==> src/rtl/dsg_consts.svh <==
`ifndef DSG_CONSTS_SVH
`define DSG_CONSTS_SVH

// ==========================================
// Register byte offsets (low 12 address bits)
`define DSG_OFS_SWRST 12'h040
`define DSG_OFS_GATECFG 12'h060
`define DSG_OFS_STATUS 12'h070
`define DSG_OFS_MASK 12'h074
`define DSG_OFS_RUNGATE 12'h100
`define DSG_OFS_SLPGATE 12'h118
`define DSG_OFS_DSLGATE 12'h128

// ==========================================
// Field positions
`define DSG_BIT_PWM_RST 20
`define DSG_BIT_KEEPER_RST 6
`define DSG_BIT_WDOG_RST 3
`define DSG_BIT_AUTO_GATE 0
`define DSG_BIT_EV_GATED 0
`define DSG_BIT_EV_MASKED 1
`define DSG_NPORT 8
`define DSG_NEV 2

// ==========================================
// Reset values and implemented-bit masks
`define DSG_SWRST_IMPL 32'h0010_0048
`define DSG_SWRST_RST 32'h0000_0000
`define DSG_GATE_RST 8'h00
`define DSG_HTRANS_NONSEQ 2'h2
`define DSG_HTRANS_SEQ 2'h3

`endif

==> src/rtl/dsg_pkg.sv <==
package dsg_pkg;
	// Power mode that picks the active gating set
	typedef enum logic [1:0] {
		DSG_MODE_RUN = 2'b00,
		DSG_MODE_SLEEP = 2'b01,
		DSG_MODE_DEEP = 2'b10
	} dsg_mode_t;
	typedef logic [7:0] dsg_gate_t;
	typedef logic [31:0] dsg_word_t;
endpackage

==> src/rtl/dsg_top.sv <==
// Operation
// [RULE1] Each gating bit drives exactly one port clock enable; set means clocked.
// [RULE2] Accesses to a port whose clock is gated off get a bus fault.
// [RULE3] All gating enables clear at reset; software enables needed ports.
// [RULE4] Deep-sleep enables for ports A..H sit at bits 0..7, read-write.
// [RULE5] Run, sleep, deep-sleep gating sets; latter two need auto gate select.
// [RULE6] In deep sleep, port enables come from the register at 0x128.
// [RULE7] Bits 31:8 of the deep-sleep gating register read as zero.
// [RULE8] Software reset writes are masked by the capability bits.
// [RULE9] Bit 20 of the software reset register resets the PWM module.
// [RULE10] Bit 6 of the software reset register resets the keeper module.
// [RULE11] Bit 3 resets the watchdog; other bits read zero.
// [RULE12] Software reset register at 0x040, cleared to zero at reset.
// [RULE13] A module stays in reset while its bit is set.
//
// The AHB-Lite register port was chosen for this implementation.
`include "dsg_consts.svh"
`timescale 1ns/1ps
`default_nettype none

module dsg_top (
	// Clock, reset, enable
	input wire logic hclk,
	input wire logic hresetn,
	input wire logic clk_en,
	// AHB-Lite slave
	input wire logic hsel,
	input wire logic [31:0] haddr,
	input wire logic [1:0] htrans,
	input wire logic hwrite,
	input wire logic [2:0] hsize,
	input wire logic hready,
	input wire dsg_pkg::dsg_word_t hwdata,
	output dsg_pkg::dsg_word_t hrdata,
	output logic hreadyout,
	output logic hresp,
	// Power mode requests from the core
	input wire logic sleep_req,
	input wire logic deep_sleep_req,
	// Capability bits that gate reset writes
	input wire dsg_pkg::dsg_word_t capability_mask_one,
	// Port unit access and fault
	input wire dsg_pkg::dsg_gate_t port_access,
	output dsg_pkg::dsg_gate_t port_fault,
	// Port clock enables, A in bit 0
	output dsg_pkg::dsg_gate_t port_clock_gate,
	// Module resets
	output logic pwm_reset,
	output logic low_power_keeper_reset,
	output logic watchdog_reset,
	// Interrupt
	output logic irq
);
	import dsg_pkg::*;

	// ==========================================
	// Bus address phase capture
	logic wr_pend_q, wr_pend_d;
	logic [11:0] wr_addr_q, wr_addr_d;
	logic rd_now;
	logic [11:0] rd_addr;

	// Valid transfer seen in this cycle
	always_comb begin
		rd_now = 1'b0;
		rd_addr = haddr[11:0];
		wr_pend_d = 1'b0;
		wr_addr_d = wr_addr_q;
		if (hsel && hready && htrans[1]) begin
			if (hwrite) begin
				wr_pend_d = 1'b1;
				wr_addr_d = haddr[11:0];
			end else begin
				rd_now = 1'b1;
			end
		end
	end

	// Address phase registers
	always_ff @(posedge hclk or negedge hresetn) begin
		if (!hresetn) begin
			wr_pend_q <= 1'b0;
			wr_addr_q <= 12'h000;
		end else if (clk_en) begin
			wr_pend_q <= wr_pend_d;
			wr_addr_q <= wr_addr_d;
		end
	end

	// ==========================================
	// Software-visible registers
	dsg_word_t swrst_q, swrst_d;
	dsg_gate_t run_gate_q, run_gate_d;
	dsg_gate_t slp_gate_q, slp_gate_d;
	dsg_gate_t dsl_gate_q, dsl_gate_d;
	logic auto_gate_q, auto_gate_d;
	logic [1:0] mask_q, mask_d;
	logic blocked_set;
	dsg_word_t swrst_wmask;

	// Data phase write into the addressed register
	always_comb begin
		swrst_d = swrst_q;
		run_gate_d = run_gate_q;
		slp_gate_d = slp_gate_q;
		dsl_gate_d = dsl_gate_q;
		auto_gate_d = auto_gate_q;
		mask_d = mask_q;
		blocked_set = 1'b0;
		swrst_wmask = `DSG_SWRST_IMPL & capability_mask_one; // RULE8
		if (wr_pend_q) begin
			unique case (wr_addr_q)
				`DSG_OFS_SWRST: begin
					swrst_d = hwdata & swrst_wmask; // RULE8 RULE11 RULE13
					blocked_set = |(hwdata & `DSG_SWRST_IMPL & ~swrst_wmask);
				end
				`DSG_OFS_RUNGATE: begin
					run_gate_d = hwdata[7:0];
				end
				`DSG_OFS_SLPGATE: begin
					slp_gate_d = hwdata[7:0];
				end
				`DSG_OFS_DSLGATE: begin
					dsl_gate_d = hwdata[7:0]; // RULE4
				end
				`DSG_OFS_GATECFG: begin
					auto_gate_d = hwdata[`DSG_BIT_AUTO_GATE];
				end
				`DSG_OFS_MASK: begin
					mask_d = hwdata[1:0];
				end
				default: begin
					// Unmapped writes are dropped
				end
			endcase
		end
	end

	// Register storage, all cleared at reset
	always_ff @(posedge hclk or negedge hresetn) begin
		if (!hresetn) begin
			swrst_q <= `DSG_SWRST_RST; // RULE12
			run_gate_q <= `DSG_GATE_RST; // RULE3
			slp_gate_q <= `DSG_GATE_RST; // RULE3
			dsl_gate_q <= `DSG_GATE_RST; // RULE3
			auto_gate_q <= 1'b0;
			mask_q <= 2'b00;
		end else if (clk_en) begin
			swrst_q <= swrst_d;
			run_gate_q <= run_gate_d;
			slp_gate_q <= slp_gate_d;
			dsl_gate_q <= dsl_gate_d;
			auto_gate_q <= auto_gate_d;
			mask_q <= mask_d;
		end
	end

	// ==========================================
	// Power mode and port clock enables
	dsg_mode_t mode_q, mode_d;
	dsg_gate_t gate_q, gate_d;

	// Sleep sets only apply with auto gate select
	always_comb begin
		mode_d = DSG_MODE_RUN;
		if (auto_gate_q && deep_sleep_req) begin
			mode_d = DSG_MODE_DEEP; // RULE5
		end else if (auto_gate_q && sleep_req) begin
			mode_d = DSG_MODE_SLEEP; // RULE5
		end
		unique case (mode_q)
			DSG_MODE_RUN: gate_d = run_gate_q;
			DSG_MODE_SLEEP: gate_d = slp_gate_q;
			DSG_MODE_DEEP: gate_d = dsl_gate_q; // RULE6
			default: gate_d = run_gate_q;
		endcase
	end

	// Mode and enable registers
	always_ff @(posedge hclk or negedge hresetn) begin
		if (!hresetn) begin
			mode_q <= DSG_MODE_RUN;
			gate_q <= `DSG_GATE_RST; // RULE3
		end else if (clk_en) begin
			mode_q <= mode_d;
			gate_q <= gate_d;
		end
	end

	// One enable and one fault line per port
	genvar gi;
	generate
		for (gi = 0; gi < `DSG_NPORT; gi++) begin : g_port
			assign port_clock_gate[gi] = gate_q[gi]; // RULE1
			assign port_fault[gi] = port_access[gi] & ~gate_q[gi]; // RULE2
		end
	endgenerate

	// ==========================================
	// Event status, read-to-clear
	logic [1:0] stat_q, stat_d;
	logic [1:0] ev;

	// Set wins over the read clear
	always_comb begin
		ev = 2'b00;
		ev[`DSG_BIT_EV_GATED] = |port_fault; // RULE2
		ev[`DSG_BIT_EV_MASKED] = blocked_set;
		stat_d = stat_q | ev;
		if (rd_now && rd_addr == `DSG_OFS_STATUS) begin
			stat_d = ev;
		end
	end

	// Status storage
	always_ff @(posedge hclk or negedge hresetn) begin
		if (!hresetn) begin
			stat_q <= 2'b00;
		end else if (clk_en) begin
			stat_q <= stat_d;
		end
	end

	// ==========================================
	// Read data, taken from post-write values
	dsg_word_t rdata_q, rdata_d;

	// Read mux; unmapped and reserved bits read zero
	always_comb begin
		rdata_d = rdata_q;
		if (rd_now) begin
			unique case (rd_addr)
				`DSG_OFS_SWRST: rdata_d = swrst_d; // RULE11
				`DSG_OFS_RUNGATE: rdata_d = {24'h00_0000, run_gate_d};
				`DSG_OFS_SLPGATE: rdata_d = {24'h00_0000, slp_gate_d};
				`DSG_OFS_DSLGATE: rdata_d = {24'h00_0000, dsl_gate_d}; // RULE7
				`DSG_OFS_GATECFG: rdata_d = {31'h0000_0000, auto_gate_d};
				`DSG_OFS_STATUS: rdata_d = {30'h0000_0000, stat_q};
				`DSG_OFS_MASK: rdata_d = {30'h0000_0000, mask_d};
				default: rdata_d = 32'h0000_0000;
			endcase
		end
	end

	// Read data register
	always_ff @(posedge hclk or negedge hresetn) begin
		if (!hresetn) begin
			rdata_q <= 32'h0000_0000;
		end else if (clk_en) begin
			rdata_q <= rdata_d;
		end
	end

	// ==========================================
	// Outputs
	assign hrdata = rdata_q;
	assign hreadyout = clk_en; // Stall while frozen
	assign hresp = 1'b0;
	assign pwm_reset = swrst_q[`DSG_BIT_PWM_RST]; // RULE9 RULE13
	assign low_power_keeper_reset = swrst_q[`DSG_BIT_KEEPER_RST]; // RULE10 RULE13
	assign watchdog_reset = swrst_q[`DSG_BIT_WDOG_RST]; // RULE11 RULE13
	assign irq = |(stat_q & mask_q);

	// Size hint only; all accesses are word
	logic unused_ok;
	assign unused_ok = ^{hsize, haddr[31:12], htrans[0]};

endmodule // dsg_top

`default_nettype wire

==> config.mk <==
export PLATFORM = sky130hd
export DESIGN_NAME = dsg_top
export DESIGN_NICKNAME = d
export VERILOG_FILES = /design/src/rtl/dsg_pkg.sv /design/src/rtl/dsg_top.sv
export VERILOG_INCLUDE_DIRS = /design/src /design/src/rtl
export SDC_FILE = /design/constraint.sdc
export NUM_CORES = 1
export LEC_CHECK = 0
export ABC_CLOCK_PERIOD_IN_PS = 5200
export BUFFER_PORTS_ARGS = -buffer_cell sky130_fd_sc_hd__buf_2
export CAP_MARGIN = 15
export CORE_MARGIN = 2
export CORE_UTILIZATION = 57
export CTS_BUF_LIST = sky130_fd_sc_hd__clkbuf_4 sky130_fd_sc_hd__clkbuf_8
export DETAILED_ROUTE_END_ITERATION = 12
export PLACE_DENSITY = 0.93
export REMOVE_ABC_BUFFERS = 1
export SETUP_SLACK_MARGIN = 0.3
export SLEW_MARGIN = 25
export SYNTH_ARGS = -nofsm -noshare
export SYNTH_HDL_FRONTEND = slang
export SYNTH_SLANG_ARGS = --single-unit
==> constraint.sdc <==
create_clock -name hclk -period 5.2 [get_ports hclk]
set_clock_uncertainty 0.2 [all_clocks]
set_input_delay 1.04 -clock hclk [delete_from_list [all_inputs] [get_ports hclk]]
set_output_delay 1.04 -clock hclk [all_outputs]
set_load 0.01 [all_outputs]
==> flow_summary.ini <==
[power]
p_int_w = 0.00149
p_total_w = 0.00204
pwr_density_cell_nw_per_um2 = 320
power.static_leakage_nw = 3.21
total_switching_power_w = 0.000547
power_frac_comb = 0.078
max-vdd-ir-drop_uv = 214
switching_share = 0.268
share_seq_of_total_power = 0.480
share_clk_of_total_power = 0.442

[timing]
grt_setup_unrepaired = false
post-route-worst-setup-slack_ps = 2200
slew_headroom = 0.340
hold_viol_final = 0
total_negative_setup_slack_ps = 0
setup_viol_count_final = 0
maxSlewViolCount = 0
tightestPinTransition_ps = 988
min_period_ps = 3000
max_freq_ghz = 0.333
part_of_the_cycle_the_worst_path_needs = 0.578

[final_layout]
final_cell_area_um2 = 6370
nets_final = 697
syn2layout_area_growth_pct = 15.9
antenna-diode-count = 0
most-common-layout-cells = 116 x dfrtp_1, 92 x buf_2, 75 x nand2_1
drive_gt1_frac = 0.330
stdcell_count = 720
mostFrequentLayoutCell = dfrtp_1

[synthesis]
synth_cell_type_count = 63
ys.warnings.count = 0
syn-mean-instance-area_um2 = 11.1
count_of_flip_flops_with_a_built_in_enable_after_synthesis = 0
post_synth_instance_area_um2 = 5500
async_reset_ff_frac = 1.00
synth_seq_area_share = 0.528
synth.ff_latch_count = 116
synth-main-ff-cell = dfrtp_1
synthesis.instances = 495

[clocking]
number_of_hold_buffers_added_after_cts = 0
clock_tree_from_tritoncts = built
clock_pin_slew_reported_for_the_worst_setup_and_hold_paths_after_clock_tree_synthesis_ps = 80
clk_latency_ps = 440
clock_tree.root_cell = clkbuf_8
cts_sinks = 116
cts.htree.levels = 4
clock_path_buffers = 2
number_of_buffers_created_by_cts = 17
postcts_resize_cnt = 0
cts.repair_timing.setup_buffer_count = 0

[placed_design]
place_hpwl_mm = 8.89
preCtsSetupSlack_ps = 1550
numPortBuffers = 93
placed_cells_incl_taps = 688
gp_routability_congestion = 0.847
detailed_place.area_um2 = 5940

[grt]
grt_use_met2 = 0.441
wire_length_of_the_first_global_routing_pass_mm = 21.3
met1_usage = 0.335
gr-usage-all-layers = 0.270
grt_overflow_total = 0
grt_pass1_vias = 4395
grt_util_met3 = 0.0602
grt_most_used_layer = met2
pin_count_of_the_biggest_net_entering_global_routing = 82
initial_antenna_violation_count = 0

[critical_path]
worst_setup_path_end_kind = flop
worstPathRequired_ps = 5330
worstPathCellList = nor4_1, nand4_1, nor2_1, mux2_2
critical_path.endpoint = dsl_gate_q[1]$_DFFE_PN0P_
timing.rr.end = dsl_gate_q[1]$_DFFE_PN0P_
critical_path_class = flop to flop
worst_r2r_startpoint = wr_addr_q[1]$_DFFE_PN0P_
crit_arrival_ps = 3130
startpoint = wr_addr_q[1]$_DFFE_PN0P_
crit_slowest_cell = nor2_1
crit_path_max_incr_delay_ps = 850
regToRegSetupSlack_ps = 2200
worstRegToRegCells = 4
crit_path_max_fanout = 9
timing.critical_path.from_type = flop

[floorplanning]
die_h_um = 102
die-width_um = 102
floorplan.die_area_um2 = 10400
fp.coreArea_um2 = 9280
start_util = 0.592
placementRows = 35
boundary_pins = 171

[route]
drt_pass1_iterations = 6
route.final.wire_length_mm = 13.5
num_vias = 4282
detail_route.drc_violations = 0
antenna_left = 0
drt_iter0_drc = 380
via_per_inst = 5.95
routed_wire_length_per_instance_um = 18.7

[hold_path]
hp-class = flop to flop
holdCritStartpoint = hrdata[8]$_DFFE_PN0P_

[run_status]
run_status = finished clean

[run]
max_cap_viol_count = 0
-- synth_stat cells, types with 2 or more instances --
cell / instances / area [um2]
nor3_1: 3 / 15.0
nand2_1: 75 / 282
mux2i_1: 26 / 260
nor2_1: 15 / 56.3
nor4_4: 3 / 63.8
ha_1: 2 / 25.0
clkbuf_8: 4 / 55.1
mux2_2: 47 / 529
nor2b_1: 9 / 56.3
o21ai_0: 16 / 80.1
a22oi_1: 7 / 52.6
nor4b_1: 3 / 26.3
nand2b_1: 2 / 12.5
and2_1: 29 / 181
inv_1: 9 / 33.8
a21oi_1: 7 / 35.0
nor2_2: 2 / 12.5
nor4_1: 5 / 31.3
nand3_1: 28 / 140
buf_1: 3 / 11.3
clkbuf_1: 11 / 41.3
buf_4: 3 / 22.5
buf_2: 6 / 30.0
o22ai_1: 7 / 43.8
o21ai_1: 5 / 25.0
dfrtp_1: 116 / 2900
nand4_1: 11 / 68.8
nand4b_1: 2 / 17.5
nor3b_1: 2 / 15.0
a211oi_1: 4 / 30.0
-- per-stage QoR --
stage | util | hold WS [ps]
2_1_floorplan | - | 253
3_3_place_gp | 0.639 | 247
3_5_place_dp | 0.639 | 252
4_1_cts | 0.685 | 268
5_1_grt | 0.686 | 295
6_report | 0.686 | 263
-- critical path: cells and delay by family (launching register included) --
family | cells | cell delay [ps]
multiplexers | 1 | 420
AND/OR/NAND/NOR | 3 | 1850
flip-flops | 1 | 420
-- final cells by class --
class	count	area [um2]
fill	641	2910
sequential	116	2900
timing repair buffer	95	487
multi-input combinational	339	2360
clock inverter	15	194
tap	129	161
inverter	9	33.8
clock buffer	17	234
-- metal layers --
metal	vias to the layer above	part of all wire
li1	1922	-
met1	2102	0.40
met2	214	0.51
met3	44	0.060
met4	0	0.034
met5	-	0
-- logic make-up (layout without fill, tap and decap cells) --
kind of cell	Yosys count	in the layout	synth area share
AND/OR/NAND/NOR	204	204	0.209
flip-flops	116	116	0.528
multiplexers	73	73	0.144
AO/OA/AOI/OAI	58	58	0.0687
buffers and inverters	40	136	0.0439
adder cells (fa/ha/maj)	2	2	0.00455
other	1	1	0.000682
XOR/XNOR	1	1	0.00159
-- power groups by stage --
stage               sequential [W]  combinational, W  clock [W]
global route              0.000986          0.000175   0.000944
global placement          0.000991          0.000149          0
detailed placement        0.000995          0.000158          0
floorplan                 0.000988         0.0000831          0
finish                    0.000980          0.000160   0.000901
CTS                       0.000978          0.000160   0.000903
-- flip-flops by register name, summed over array words and instances (netlist names) --
| register | cells |
|---|---|
| mask_q | 2 |
| dsl_gate_q | 8 |
| slp_gate_q | 8 |
| wr_pend_q | 1 |
| port_clock_gate | 8 |
| hrdata | 32 |
| run_gate_q | 8 |
| mode_q | 2 |
| swrst_q | 32 |
| wr_addr_q | 12 |
| auto_gate_q | 1 |
| stat_q | 2 |
-- how the worst min path moves through the flow --
stage	end	slack (ps)	depth (start not counted)
after floorplan	swrst_q[10]$_DFFE_PN0P_	250	1
after global placement	hrdata[18]$_DFFE_PN0P_	250	2
after detailed placement	hrdata[30]$_DFFE_PN0P_	250	2
after CTS	hrdata[21]$_DFFE_PN0P_	270	2
after global routing	hrdata[19]$_DFFE_PN0P_	300	2
final	hrdata[8]$_DFFE_PN0P_	260	2
Power figures use the tool's default switching activity.
